File: config.mk
export PLATFORM = sky130hd
export DESIGN_NAME = mseu_core
export DESIGN_NICKNAME = d
export VERILOG_FILES = /design/src/logic/mseu_pkg.sv /design/src/logic/mseu_core.sv
export VERILOG_INCLUDE_DIRS = /design/src /design/src/logic
export SDC_FILE = /design/constraint.sdc
export NUM_CORES = 1
export LEC_CHECK = 0
export ABC_CLOCK_PERIOD_IN_PS = 5400
export BUFFER_PORTS_ARGS = -buffer_cell sky130_fd_sc_hd__buf_2
export CAP_MARGIN = 20
export CORE_AREA = 2 2 183 185
export CTS_CLUSTER_SIZE = 8
export DETAILED_ROUTE_END_ITERATION = 8
export DIE_AREA = 0 0 185 187
export PLACE_DENSITY = 0.69
export SLEW_MARGIN = 25
export SYNTH_ARGS = -nofsm -noshare
export SYNTH_HDL_FRONTEND = slang
export SYNTH_SLANG_ARGS = --single-unit
File: constraint.sdc
create_clock -name clk_sys -period 5.4 [get_ports clk_sys]
set_input_delay 0.27 -clock clk_sys [delete_from_list [all_inputs] [get_ports clk_sys]]
set_output_delay 0.27 -clock clk_sys [all_outputs]
set_load 0.03 [all_outputs]
File: src/logic/mseu_defs.svh
`ifndef MSEU_DEFS_SVH
`define MSEU_DEFS_SVH

// register map, word offsets on the register port
`define MSEU_REG_CTRL 4'h0
`define MSEU_REG_STATUS 4'h1
`define MSEU_REG_ACC_FIRST 4'h2
`define MSEU_REG_ACC_SECOND 4'h3
`define MSEU_REG_PROG_CNT 4'h4
`define MSEU_REG_RET_PTR 4'h5
`define MSEU_REG_FLAGS 4'h6

// reset values
`define MSEU_RST_WORD 16'h0000
`define MSEU_RST_ADDR 15'h0000
`define MSEU_RST_CODE 4'h0
`define MSEU_RST_LEVEL 2'h0

// instruction fields
`define MSEU_IND_BIT 15
`define MSEU_PAGE_BIT 10
`define MSEU_GROUP_BIT 10
`define MSEU_POP_BIT 6
`define MSEU_SKIP_NZ_BIT 9
`define MSEU_SKIP_ACC_BIT 8
`define MSEU_SHIFT_ACC_BIT 4
`define MSEU_SECOND_BIT 11

// opcodes in bits 14..11
`define MSEU_OP_LOAD_FIRST_ACC 4'h0
`define MSEU_OP_LOAD_SECOND_ACC 4'h1
`define MSEU_OP_COMPARE_FIRST_ACC 4'h2
`define MSEU_OP_COMPARE_SECOND_ACC 4'h3
`define MSEU_OP_ADD_TO_FIRST_ACC 4'h4
`define MSEU_OP_ADD_TO_SECOND_ACC 4'h5
`define MSEU_OP_STORE_FIRST_ACC 4'h6
`define MSEU_OP_STORE_SECOND_ACC 4'h7
`define MSEU_OP_CALL_SUBROUTINE 4'h8
`define MSEU_OP_BRANCH_ALWAYS 4'h9
`define MSEU_OP_INCREMENT_SKIP_ZERO 4'hA
`define MSEU_OP_DECREMENT_SKIP_ZERO 4'hB
`define MSEU_OP_LOGIC_AND 4'hC
`define MSEU_OP_INCLUSIVE_OR_OP 4'hD
`define MSEU_OP_SUBROUTINE_RETURN 4'hE
`define MSEU_OP_SHIFT_SKIP 4'hF

// select-code stack and priority levels
`define MSEU_STACK_DEPTH 3
`define MSEU_LEVEL_LOW 2'h1
`define MSEU_LEVEL_HIGH 2'h2

`endif

File: src/logic/mseu_pkg.sv
package mseu_pkg;

    typedef enum logic [2:0] {
        S_IDLE = 3'b000,
        S_FETCH = 3'b001,
        S_DECODE = 3'b010,
        S_IND_REQ = 3'b011,
        S_IND_DATA = 3'b100,
        S_OPER = 3'b101,
        S_EXEC = 3'b110
    } mseu_state_t;

    typedef enum logic [1:0] {
        SH_ARITH_RIGHT = 2'b00,
        SH_LOGIC_RIGHT = 2'b01,
        SH_LOGIC_LEFT = 2'b10,
        SH_ROTATE_RIGHT = 2'b11
    } mseu_shift_t;

    typedef struct packed {
        logic rd;
        logic wr;
        logic [14:0] addr;
        logic [15:0] data;
    } mseu_mem_req_t;

    typedef struct packed {
        logic carry;
        logic signedWrapFlag;
    } mseu_flags_t;

endpackage : mseu_pkg

File: src/logic/mseu_core.sv
`timescale 1ns/1ps
`include "mseu_defs.svh"
// Operation
// - offset bits 0-9, bit 10 picks page
// - bit 15 set makes reference indirect
// - load fills accumulator, store writes memory
// - compare all bits, skip when unequal
// - add into accumulator, carry sets flag
// - overflow when bit 14 xor 15 carry
// - call bumps pointer, saves location, jumps
// - branch goes to effective address
// - increment word, skip on zero, flags kept
// - decrement word, skip on zero, flags kept
// - and or into first accumulator
// - return to saved plus displacement, pointer down
// - pop option pops codes, lowers priority
// - three-deep four-bit select code stack
// - grant uses level currently in service
// - shift amount field holds n minus one
// - arithmetic right fills with sign bit
// - logical right clears vacated high bits
// - left shift clears low n bits
// - rotate right feeds bit 0 upward
// - skip carries six-bit relative displacement
// - displacement bit 5 is the sign
module mseu_core (
    input wire logic clk_sys,
    input wire logic sys_rst,
    input wire logic [3:0] regAddr,
    input wire logic [15:0] regWrData,
    input wire logic regWr,
    input wire logic regRd,
    output logic [15:0] regRdData,
    output mseu_pkg::mseu_mem_req_t memReq,
    input wire logic [15:0] memRdData,
    input wire logic intReqPin,
    input wire logic intHighPin,
    input wire logic [3:0] intCodePin,
    output logic intGrant,
    output logic [3:0] selCode
);

////////////////////////////////////////////////////////////////////////////////
mseu_pkg::mseu_state_t stateReg, stateNext;
mseu_pkg::mseu_mem_req_t memReg, memNext;
mseu_pkg::mseu_flags_t flagsReg, flagsNext;
mseu_pkg::mseu_shift_t shiftKind;
logic runReg;
logic [15:0] irReg, irNext;
logic [14:0] eaReg, eaNext;
logic [14:0] pcReg, pcNext;
logic [14:0] rspReg, rspNext;
logic [15:0] accAReg, accANext;
logic [15:0] accBReg, accBNext;
logic [15:0] curAcc, operand, result;
logic [16:0] sum17;
logic [15:0] low16;
logic [4:0] shiftAmt;
logic [31:0] rotWide;
logic [14:0] formedAddr, disp15;
logic needsOperand, skipCond, popReq;
logic [5:0] syncA, syncB;
logic [1:0] levelReg, reqLevel;
logic [3:0] stackReg [0:`MSEU_STACK_DEPTH-1];
logic grantNow;
logic [15:0] rdMux;

assign memReq = memReg;
assign selCode = stackReg[0];

////////////////////////////////////////////////////////////////////////////////
// operand formation, decoded from the word arriving in S_DECODE
always_comb begin
    formedAddr = {memRdData[`MSEU_PAGE_BIT] ? pcReg[14:10] : 5'h00, memRdData[9:0]};
    needsOperand = 1'b0;
    unique case (memRdData[14:11])
        `MSEU_OP_LOAD_FIRST_ACC, `MSEU_OP_LOAD_SECOND_ACC,
        `MSEU_OP_COMPARE_FIRST_ACC, `MSEU_OP_COMPARE_SECOND_ACC,
        `MSEU_OP_ADD_TO_FIRST_ACC, `MSEU_OP_ADD_TO_SECOND_ACC,
        `MSEU_OP_INCREMENT_SKIP_ZERO, `MSEU_OP_DECREMENT_SKIP_ZERO,
        `MSEU_OP_LOGIC_AND, `MSEU_OP_INCLUSIVE_OR_OP: begin
            needsOperand = 1'b1;
        end
        `MSEU_OP_STORE_FIRST_ACC, `MSEU_OP_STORE_SECOND_ACC,
        `MSEU_OP_CALL_SUBROUTINE, `MSEU_OP_BRANCH_ALWAYS,
        `MSEU_OP_SUBROUTINE_RETURN, `MSEU_OP_SHIFT_SKIP: begin
            needsOperand = 1'b0;
        end
    endcase
end

////////////////////////////////////////////////////////////////////////////////
// datapath terms used in S_EXEC
always_comb begin
    operand = memRdData;
    curAcc = irReg[`MSEU_SECOND_BIT] ? accBReg : accAReg;
    sum17 = {1'b0, curAcc} + {1'b0, operand};
    low16 = {1'b0, curAcc[14:0]} + {1'b0, operand[14:0]};
    shiftAmt = {1'b0, irReg[3:0]} + 5'h01;
    shiftKind = mseu_pkg::mseu_shift_t'(irReg[6:5]);
    disp15 = {{9{irReg[5]}}, irReg[5:0]};
    rotWide = {accSel(irReg), accSel(irReg)} >> shiftAmt;
    unique case (shiftKind)
        mseu_pkg::SH_ARITH_RIGHT: result = 16'($signed(accSel(irReg)) >>> shiftAmt);
        mseu_pkg::SH_LOGIC_RIGHT: result = accSel(irReg) >> shiftAmt;
        mseu_pkg::SH_LOGIC_LEFT: result = accSel(irReg) << shiftAmt;
        mseu_pkg::SH_ROTATE_RIGHT: result = rotWide[15:0];
    endcase
    skipCond = ((irReg[`MSEU_SKIP_ACC_BIT] ? accBReg : accAReg) == 16'h0000) ^ irReg[`MSEU_SKIP_NZ_BIT];
end

function automatic logic [15:0] accSel(input logic [15:0] ir);
    accSel = ir[`MSEU_SHIFT_ACC_BIT] ? accBReg : accAReg;
endfunction : accSel

////////////////////////////////////////////////////////////////////////////////
// sequencer: one memory request at a time, data returns the cycle after it
always_comb begin
    stateNext = stateReg;
    irNext = irReg;
    eaNext = eaReg;
    pcNext = pcReg;
    rspNext = rspReg;
    accANext = accAReg;
    accBNext = accBReg;
    flagsNext = flagsReg;
    memNext = memReg;
    memNext.rd = 1'b0;
    memNext.wr = 1'b0;
    popReq = 1'b0;
    unique case (stateReg)
        mseu_pkg::S_IDLE: begin
            // software may only load state while nothing is in flight
            if (regWr) begin
                unique case (regAddr)
                    `MSEU_REG_ACC_FIRST: accANext = regWrData;
                    `MSEU_REG_ACC_SECOND: accBNext = regWrData;
                    `MSEU_REG_PROG_CNT: pcNext = regWrData[14:0];
                    `MSEU_REG_RET_PTR: rspNext = regWrData[14:0];
                    `MSEU_REG_FLAGS: flagsNext = regWrData[1:0];
                    default: begin
                    end
                endcase
            end else if (runReg) begin
                memNext.rd = 1'b1;
                memNext.addr = pcReg;
                stateNext = mseu_pkg::S_FETCH;
            end
        end
        mseu_pkg::S_FETCH: begin
            stateNext = mseu_pkg::S_DECODE;
        end
        mseu_pkg::S_DECODE: begin
            irNext = memRdData;
            eaNext = formedAddr;
            if (memRdData[14:11] == `MSEU_OP_SUBROUTINE_RETURN) begin
                memNext.rd = 1'b1;
                memNext.addr = rspReg;
                stateNext = mseu_pkg::S_OPER;
            end else if (memRdData[14:11] == `MSEU_OP_SHIFT_SKIP) begin
                stateNext = mseu_pkg::S_EXEC;
            end else if (memRdData[`MSEU_IND_BIT]) begin
                memNext.rd = 1'b1;
                memNext.addr = formedAddr;
                stateNext = mseu_pkg::S_IND_REQ;
            end else if (needsOperand) begin
                memNext.rd = 1'b1;
                memNext.addr = formedAddr;
                stateNext = mseu_pkg::S_OPER;
            end else begin
                stateNext = mseu_pkg::S_EXEC;
            end
        end
        mseu_pkg::S_IND_REQ: begin
            stateNext = mseu_pkg::S_IND_DATA;
        end
        mseu_pkg::S_IND_DATA: begin
            // single level: the fetched word is the final address
            eaNext = memRdData[14:0];
            if (irReg[14:11] <= `MSEU_OP_ADD_TO_SECOND_ACC || irReg[14:11] == `MSEU_OP_INCREMENT_SKIP_ZERO
                || irReg[14:11] == `MSEU_OP_DECREMENT_SKIP_ZERO || irReg[14:11] == `MSEU_OP_LOGIC_AND
                || irReg[14:11] == `MSEU_OP_INCLUSIVE_OR_OP) begin
                memNext.rd = 1'b1;
                memNext.addr = memRdData[14:0];
                stateNext = mseu_pkg::S_OPER;
            end else begin
                stateNext = mseu_pkg::S_EXEC;
            end
        end
        mseu_pkg::S_OPER: begin
            stateNext = mseu_pkg::S_EXEC;
        end
        mseu_pkg::S_EXEC: begin
            stateNext = mseu_pkg::S_IDLE;
            pcNext = pcReg + 15'h0001;
            unique case (irReg[14:11])
                `MSEU_OP_LOAD_FIRST_ACC: accANext = operand;
                `MSEU_OP_LOAD_SECOND_ACC: accBNext = operand;
                `MSEU_OP_COMPARE_FIRST_ACC, `MSEU_OP_COMPARE_SECOND_ACC: begin
                    if (curAcc != operand) begin
                        pcNext = pcReg + 15'h0002;
                    end
                end
                `MSEU_OP_ADD_TO_FIRST_ACC, `MSEU_OP_ADD_TO_SECOND_ACC: begin
                    if (irReg[`MSEU_SECOND_BIT]) begin
                        accBNext = sum17[15:0];
                    end else begin
                        accANext = sum17[15:0];
                    end
                    if (sum17[16]) begin
                        flagsNext.carry = 1'b1;
                    end
                    // carries out of 14 and 15 differ
                    if (sum17[16] ^ low16[15]) begin
                        flagsNext.signedWrapFlag = 1'b1;
                    end
                end
                `MSEU_OP_STORE_FIRST_ACC, `MSEU_OP_STORE_SECOND_ACC: begin
                    memNext.wr = 1'b1;
                    memNext.addr = eaReg;
                    memNext.data = curAcc;
                end
                `MSEU_OP_CALL_SUBROUTINE: begin
                    rspNext = rspReg + 15'h0001;
                    memNext.wr = 1'b1;
                    memNext.addr = rspReg + 15'h0001;
                    memNext.data = {1'b0, pcReg};
                    pcNext = eaReg;
                end
                `MSEU_OP_BRANCH_ALWAYS: pcNext = eaReg;
                // write back, skip on zero, flags untouched
                `MSEU_OP_INCREMENT_SKIP_ZERO, `MSEU_OP_DECREMENT_SKIP_ZERO: begin
                    memNext.wr = 1'b1;
                    memNext.addr = eaReg;
                    memNext.data = irReg[11] ? operand - 16'h0001 : operand + 16'h0001;
                    if (memNext.data == 16'h0000) begin
                        pcNext = pcReg + 15'h0002;
                    end
                end
                `MSEU_OP_LOGIC_AND: accANext = accAReg & operand;
                `MSEU_OP_INCLUSIVE_OR_OP: accANext = accAReg | operand;
                `MSEU_OP_SUBROUTINE_RETURN: begin
                    pcNext = operand[14:0] + disp15;
                    rspNext = rspReg - 15'h0001;
                    popReq = irReg[`MSEU_POP_BIT];
                end
                `MSEU_OP_SHIFT_SKIP: begin
                    if (irReg[`MSEU_GROUP_BIT]) begin
                        if (skipCond) begin
                            pcNext = pcReg + disp15;
                        end
                    end else if (irReg[`MSEU_SHIFT_ACC_BIT]) begin
                        accBNext = result;
                    end else begin
                        accANext = result;
                    end
                end
            endcase
        end
        default: begin
            stateNext = mseu_pkg::S_IDLE;
        end
    endcase
end

////////////////////////////////////////////////////////////////////////////////
always_ff @(posedge clk_sys) begin
    if (sys_rst) begin
        stateReg <= mseu_pkg::S_IDLE;
        irReg <= `MSEU_RST_WORD;
        eaReg <= `MSEU_RST_ADDR;
    end else begin
        stateReg <= stateNext;
        irReg <= irNext;
        eaReg <= eaNext;
    end
end

always_ff @(posedge clk_sys) begin
    if (sys_rst) begin
        pcReg <= `MSEU_RST_ADDR;
        rspReg <= `MSEU_RST_ADDR;
        accAReg <= `MSEU_RST_WORD;
        accBReg <= `MSEU_RST_WORD;
        flagsReg <= 2'h0;
    end else begin
        pcReg <= pcNext;
        rspReg <= rspNext;
        accAReg <= accANext;
        accBReg <= accBNext;
        flagsReg <= flagsNext;
    end
end

always_ff @(posedge clk_sys) begin
    if (sys_rst) begin
        memReg <= '0;
    end else begin
        memReg <= memNext;
    end
end

////////////////////////////////////////////////////////////////////////////////
// interrupt pins are asynchronous: two stages before anything looks at them
always_ff @(posedge clk_sys) begin
    if (sys_rst) begin
        syncA <= 6'h00;
        syncB <= 6'h00;
    end else begin
        syncA <= {intReqPin, intHighPin, intCodePin};
        syncB <= syncA;
    end
end

// grant only above level in service
always_comb begin
    reqLevel = syncB[4] ? `MSEU_LEVEL_HIGH : `MSEU_LEVEL_LOW;
    // a pop in the same cycle goes first; the request is seen again next cycle
    grantNow = syncB[5] && (reqLevel > levelReg) && !popReq;
end

always_ff @(posedge clk_sys) begin
    if (sys_rst) begin
        levelReg <= `MSEU_RST_LEVEL;
        intGrant <= 1'b0;
    end else begin
        intGrant <= grantNow;
        if (popReq) begin
            if (levelReg != `MSEU_RST_LEVEL) begin
                levelReg <= levelReg - 2'h1;
            end
        end else if (grantNow) begin
            levelReg <= reqLevel;
        end
    end
end

// select code stack, entry 0 is top
for (genvar i = 0; i < `MSEU_STACK_DEPTH; i++) begin : gStack
    always_ff @(posedge clk_sys) begin
        if (sys_rst) begin
            stackReg[i] <= `MSEU_RST_CODE;
        end else if (popReq) begin
            stackReg[i] <= (i == `MSEU_STACK_DEPTH - 1) ? `MSEU_RST_CODE : stackReg[(i + 1) % `MSEU_STACK_DEPTH];
        end else if (grantNow) begin
            stackReg[i] <= (i == 0) ? syncB[3:0] : stackReg[(i + `MSEU_STACK_DEPTH - 1) % `MSEU_STACK_DEPTH];
        end
    end
end

////////////////////////////////////////////////////////////////////////////////
// register port: run bit plus read-back, data valid only the cycle after a read
always_ff @(posedge clk_sys) begin
    if (sys_rst) begin
        runReg <= 1'b0;
    end else if (regWr && regAddr == `MSEU_REG_CTRL) begin
        runReg <= regWrData[0];
    end
end

always_comb begin
    unique case (regAddr)
        `MSEU_REG_CTRL: rdMux = {15'h0000, runReg};
        `MSEU_REG_STATUS: rdMux = {9'h000, stackReg[0], levelReg, stateReg == mseu_pkg::S_IDLE};
        `MSEU_REG_ACC_FIRST: rdMux = accAReg;
        `MSEU_REG_ACC_SECOND: rdMux = accBReg;
        `MSEU_REG_PROG_CNT: rdMux = {1'b0, pcReg};
        `MSEU_REG_RET_PTR: rdMux = {1'b0, rspReg};
        `MSEU_REG_FLAGS: rdMux = {14'h0000, flagsReg};
        default: rdMux = 16'h0000;
    endcase
end

always_ff @(posedge clk_sys) begin
    if (sys_rst) begin
        regRdData <= 16'h0000;
    end else begin
        regRdData <= regRd ? rdMux : 16'h0000;
    end
end

endmodule : mseu_core

# --- After elaboration in Yosys (flattened, before gate mapping) ---
# Memory sizes are Yosys's and may differ from the RTL's.
# Index checks and enable logic that the tools add are counted.
word_totals:
  register_bits: 162
  latch_bits: 0
  ram_bits: 12
  romBits: 16
  in_bits: 46
  output_inout_bits: 54
  elab_cells: 231
  memories: 2
memory_table:
  columns: ["name", "depth", "width", "read_ports", "rd_clocked_by_memory_dff", "wr", "line", "source"]
  rows:
  - ["(name not given)", 16, 1, 1, 0, 0, "mseu_core.sv:76", "unique case (memRdData[14:11])"]
  - ["stackReg", 3, 4, 3, 0, 3, "mseu_core.sv:64", "logic [3:0] stackReg [0:`MSEU_STACK_DEPTH-1];"]
op_classes:
  addsub: 12
  multipliers: 0
  div: 0
  n_lt_le_gt_ge: 2
  n_eq_ne: 57
  shift: 4
  mux: 86
  bitwise: 12
  n_reduce_logical: 37
op_table:
  columns: ["cell", "n"]
  rows:
  - ["2-to-1 mux 15 bit", 15]
  - ["2-to-1 mux 16 bit", 14]
  - ["one-hot mux 15 bit (2 select lines)", 4]
  - ["one-hot mux 16 bit (7 select lines)", 1]
  - ["one-hot mux 32 bit (3 select lines)", 1]
  - ["one-hot mux 16 bit (5 select lines)", 1]
  - ["one-hot mux 15 bit (5 select lines)", 1]
  - ["one-hot mux 16 bit (2 select lines)", 2]
  - ["one-hot mux 16 bit (4 select lines)", 1]
  - ["one-hot mux 15 bit (4 select lines)", 1]
  - ["one-hot mux 16 bit (3 select lines)", 1]
  - ["== test 4 bit (second input constant)", 10]
  - ["zero test 16 bit", 2]
  - ["right shift 32 x 5 -> 16 bit", 1]
  - ["adder 15 x 1 -> 15 bit (second input constant)", 2]
  - ["adder 15 bit", 2]
  - ["== test 4 x 3 -> 1 bit (second input constant)", 7]
  - ["2-to-1 mux 4 bit", 6]
  - ["AND reduction 7 bit", 3]
  - ["2-to-1 mux 1 bit", 20]
  - ["2-to-1 mux 2 bit", 9]
  - ["inequality test 3 bit (second input constant)", 6]
  - ["one-hot mux 3 bit (6 select lines)", 1]
  - ["adder 16 x 16 -> 17 bit", 1]
  - ["other kinds (49)", 98]

# --- Logic depth before layout (Yosys ltp) ---
depth:
  depth_word: 10
  ltp_mapped: 15
  depth_no_buf: 13

# --- Least setup slack after synthesis ---
# Ideal clock, no wire load.
synth_path:
  path_kind: "register -> register"
  from: "register irReg[11]"
  to: "register pcReg[7]"
  setup_ns: 0.117
  t_arrival_ns: 4.119
  required_time_ns: 5.283
  path_slack_ns: 1.164
  path_stages_with_launch: 16
  n_path_buf: 3
  period_less_slack_ns: 4.236
  path_cell_list: "dfxtp_1 -> clkbuf_1 -> buf_1 -> mux2_2 -> ha_1 -> nor4_1 -> nand4_2 -> or2_2 -> clkbuf_1 -> nand2_1 -> xnor2_1 -> a221oi_1 -> o21ai_0 -> a21oi_1 -> o311ai_1 -> a32o_1"
synth_via:
  elab_chain_cells: 5
  elab_cells_between_ends: 19
  cone_classes: "9 x eq/ne; 6 x mux; 4 x reduce/logical"
synth_lines:
  columns: ["element", "line", "source"]
  rows:
  - ["start: declaration", "mseu_core.sv:49", "logic [15:0] irReg, irNext;"]
  - ["start signal: assignment", "mseu_core.sv:270", "irReg <= `MSEU_RST_WORD;"]
  - ["start signal: assignment", "mseu_core.sv:274", "irReg <= irNext;"]
  - ["2-to-1 mux 16 bit (on tied branches)", "mseu_core.sv:96, mseu_core.sv:235", null]
  - ["inequality test 16 bit or zero test 16 bit (tied branches)", "mseu_core.sv:200, mseu_core.sv:236", null]
  - ["2-to-1 mux 15 bit (on tied branches)", "mseu_core.sv:200, mseu_core.sv:236", null]
  - ["one-hot mux 15 bit (5 select lines) (*)", "mseu_core.sv:196", "unique case (irReg[14:11])"]
  - ["one-hot mux 15 bit (2 select lines) (*)", "mseu_core.sv:131", "unique case (stateReg)"]
  - ["end signal: assignment", "mseu_core.sv:281", "pcReg <= `MSEU_RST_ADDR;"]
  - ["end signal: assignment", "mseu_core.sv:287", "pcReg <= pcNext;"]
  - ["end: declaration", "mseu_core.sv:51", "logic [14:0] pcReg, pcNext;"]
# Every way passes the cells marked *; elsewhere a longest branch is shown, timed or not.
# A chain may end at the register's enable or synchronous reset.

# --- Worst setup path after layout ---
layout_path:
  from: "register irReg[11]"
  to: "register pcReg[10]"
# Same word-level chain as after synthesis.

==> impl_metrics.json <==
{
  "run_status": "complete, no violations",
  "finalClockSkew_ns": 0.0110,
  "total_routed_length_mm": 69.6,
  "synthArstFlopShare": 0,
  "max-cap-violations": 0,
  "static-leakage-power_nw": 6.43,
  "finalSetupTns_ns": 0,
  "sort_of_element_at_the_end_of_the_critical_path": "flip-flop",
  "grt_remaining_overflow": 0,
  "synth.largest_area_cell": "dfxtp_1",
  "worstPathCellList": "buf_4 > inv_1 > fa_1 > nand2b_1 > a21oi_1 > xor2_1 > nor4b_1 > nand4bb_1 > nor4b_4 > and3_1 > a22o_1 > nor3_2 > a2111oi_2",
  "antenna-diode-count": 0,
  "crit_type": "flip-flop to flip-flop",
  "crit_path_top_delay_cell": "and3_1",
  "drt_iter0_markers": 2868,
  "synthesis.instances": 2134,
  "cts.sinks": 173,
  "num_rows": 67,
  "tritoncts.num_buffers": 17,
  "worstPathRequired_ns": 5.76,
  "clkLatencyLatePin_ns": 0.46,
  "routed_wire_length_per_instance_um": 26.9,
  "seq_cells_post_synth": 173,
  "synthToLayoutAreaGrowth_pct": 8.50,
  "report.final.slew_viol_count": 0,
  "die_area_sq_um": 34600,
  "synthesis.yosys.warnings": 0,
  "hpwlAfterDp_mm": 50.2,
  "cts_max_path_buffers": 2,
  "worst-path-buf-inv": 2,
  "design.core.area_sq_um": 32900,
  "fraction_of_synthesized_cell_area_taken_by_the_top_area_cell_type": 0.200,
  "first_pass_iters": 8,
  "deepest_level_of_the_cts_h_tree": 4,
  "critPathMaxStageDelay_ns": 0.77,
  "syn-num-nets": 2252,
  "syn_area_per_cell_sq_um": 7.54,
  "totalPowerFinal_mw": 3.04,
  "pin_count_of_the_biggest_net_entering_global_routing": 76,
  "post_cts.repair.setup_buffers": 0,
  "cp_data_arrival_time_ns": 4.77,
  "io_buffer_count": 99,
  "critical_path_peak_fanout": 35,
  "fmax_mhz": 227,
  "clk_transition_reported_paths_ns": 0.07,
  "synth_sequential_area_ratio": 0.223,
  "num_vias": 17946,
  "post-route-period-util": 0.817,
  "layout-drive-gt1-share": 0.136,
  "post_cts_resized": 0,
  "worst_voltage_drop_across_the_vdd_grid_mv": 0.237,
  "power_density_nw_per_um2": 174,
  "place_congestion": 1.01,
  "initial_utilization": 0.490,
  "vias_per_cell": 6.94,
  "final_net_count": 2242,
  "cts_tree": "built",
  "die_height_um": 187,
  "post_cts_hold_buffer_count": 0,
  "grt.total_usage": 0.398,
  "remaining_drc_errors": 0,
  "global_route_wire_length_before_repair_mm": 103,
  "maxSlewHeadroom": 0.279,
  "finalSetupViolations": 0,
  "min_period_ns": 4.41,
  "synth_cell_types": 99,
  "synth.cell_area_sq_um": 16100,
  "antenna_found_initial": 2,
  "grt_pass1_vias": 16426,
  "synth.top_cells.by_area": "dfxtp_1, nand2_1, a21oi_1",
  "crit_path_start_kind": "flip-flop",
  "synth_flop_cell": "dfxtp_1",
  "floorplan.io_pins": 100,
  "unrepaired_setup_endpoints_after_global_routing": "no",
  "min-delay-path-class": "input pin to flip-flop",
  "critical_path.top_delay_family": "simple AND/OR/NAND/NOR gates",
  "cts-root-buf": "clkbuf_16",
  "die_width_um": 185,
  "worst_slew_pin_slew_ns": 1.08,
  "synth-edff-count": 12,
  "ant_nets": 0,
  "timing.final.hold_violations": 0
}
[power by group]
| part | switching (mW) | leakage (nW) | total (mW) | internal (mW) |
|---|---|---|---|---|
| combinational | 0.243 | 4.70 | 0.357 | 0.114 |
| clock | 0.594 | 0.302 | 1.34 | 0.745 |
| sequential | 0.0354 | 1.43 | 1.34 | 1.31 |
[cells in the final DEF, fill, tap and decap left out, drive strengths merged, types with 51 or more instances in the layout]
cell type	netlist	final
a211oi	56	56
nor2	208	208
buf	35	147
dfxtp	161	161
a22oi	51	51
nor3	51	51
xnor2	53	53
a21oi	186	186
nand2	254	254
ha	68	68
o21ai	129	129
[area by class of cell]
cell class,count,area [sq um]
Timing Repair Buffer,147,858
Multi-Input combinational cell,1747,11700
Fill cell,3270,15400
Clock inverter,12,180
Tap cell,448,561
Inverter,38,143
Sequential cell,173,3580
Clock buffer,20,437
[registers in the layout (all words and copies together), names as in the netlist]
register   flops
stateReg       3
pcReg         15
rspReg        15
syncB          6
accBReg       16
regRdData     16
intGrant       1
levelReg       2
runReg         1
memReq        33
stackReg      12
accAReg       16
syncA          6
eaReg         15
flagsReg       2
irReg         14
[layer usage]
metal | track usage | part of all wire
met2 | 0.579 | 0.42
met4 | 0.277 | 0.084
met5 | 0 | 0.00046
met3 | 0.0824 | 0.12
met1 | 0.524 | 0.38
[cells by family after synthesis]
logic type,synth area share
buffers and inverters,0.0540
AO/OA/AOI/OAI,0.328
flip-flops,0.223
adder cells (fa/ha/maj),0.0578
multiplexers,0.0829
XOR/XNOR,0.0446
AND/OR/NAND/NOR,0.210
[metrics by stage]
stage / cells / hold WS (ns) / worst slack (ns) / cell area (sq um) / util
2_1_floorplan: 2134 / 0.398 / 1.16 / 16100 / -
3_3_place_gp: 2553 / 0.424 / 1.21 / 16800 / 0.512
3_5_place_dp: 2553 / 0.426 / 1.09 / 16800 / 0.512
4_1_cts: 2585 / 0.0166 / 1.05 / 17400 / 0.531
5_1_grt: 2585 / 0.0343 / 0.804 / 17500 / 0.531
6_report: 2585 / 0.0251 / 0.986 / 17500 / 0.531
[synth_stat cells, drive strengths merged, types with 10 or more instances]
cell type,count
nand3,49
o21ai,129
nand2,254
nand4,10
o211ai,26
a22o,15
nand2b,25
o21a,14
a31oi,19
nor3,51
o2111ai,13
a32oi,15
nor4,13
nor2b,26
ha,68
o31ai,13
a22oi,51
a2111oi,13
buf,35
or3,10
a221oi,28
mux4,17
and2,19
edfxtp,12
nor2,208
a21oi,186
and3,17
clkbuf,141
dfxtp,161
o22ai,16
o221ai,13
or2,11
a211o,13
xnor2,53
mux2,45
a222oi,21
a211oi,56
a311oi,16
xor2,29
a21o,36
mux2i,44
inv,36
[final timing paths]
path,start,end,slack [ns],cells after the start
setup / recovery,irReg[11],pcReg[10],0.99,13
hold / removal,intCodePin[2],syncA[2],0.03,2
setup reg to reg,irReg[11],pcReg[10],0.99,13
hold reg to reg,syncA[5],syncB[5],0.44,1
[worst reg2reg max path: stages (launching register included)]
cell,delay (ns)
dfxtp_1,0.33
buf_4,0.40
inv_1,0.22
fa_1,0.47
nand2b_1,0.22
a21oi_1,0.18
xor2_1,0.11
nor4b_1,0.34
nand4bb_1,0.22
nor4b_4,0.43
and3_1,0.77
a22o_1,0.26
nor3_2,0.04
a2111oi_2,0.34
No activity file was read; power rests on OpenSTA's default activity.
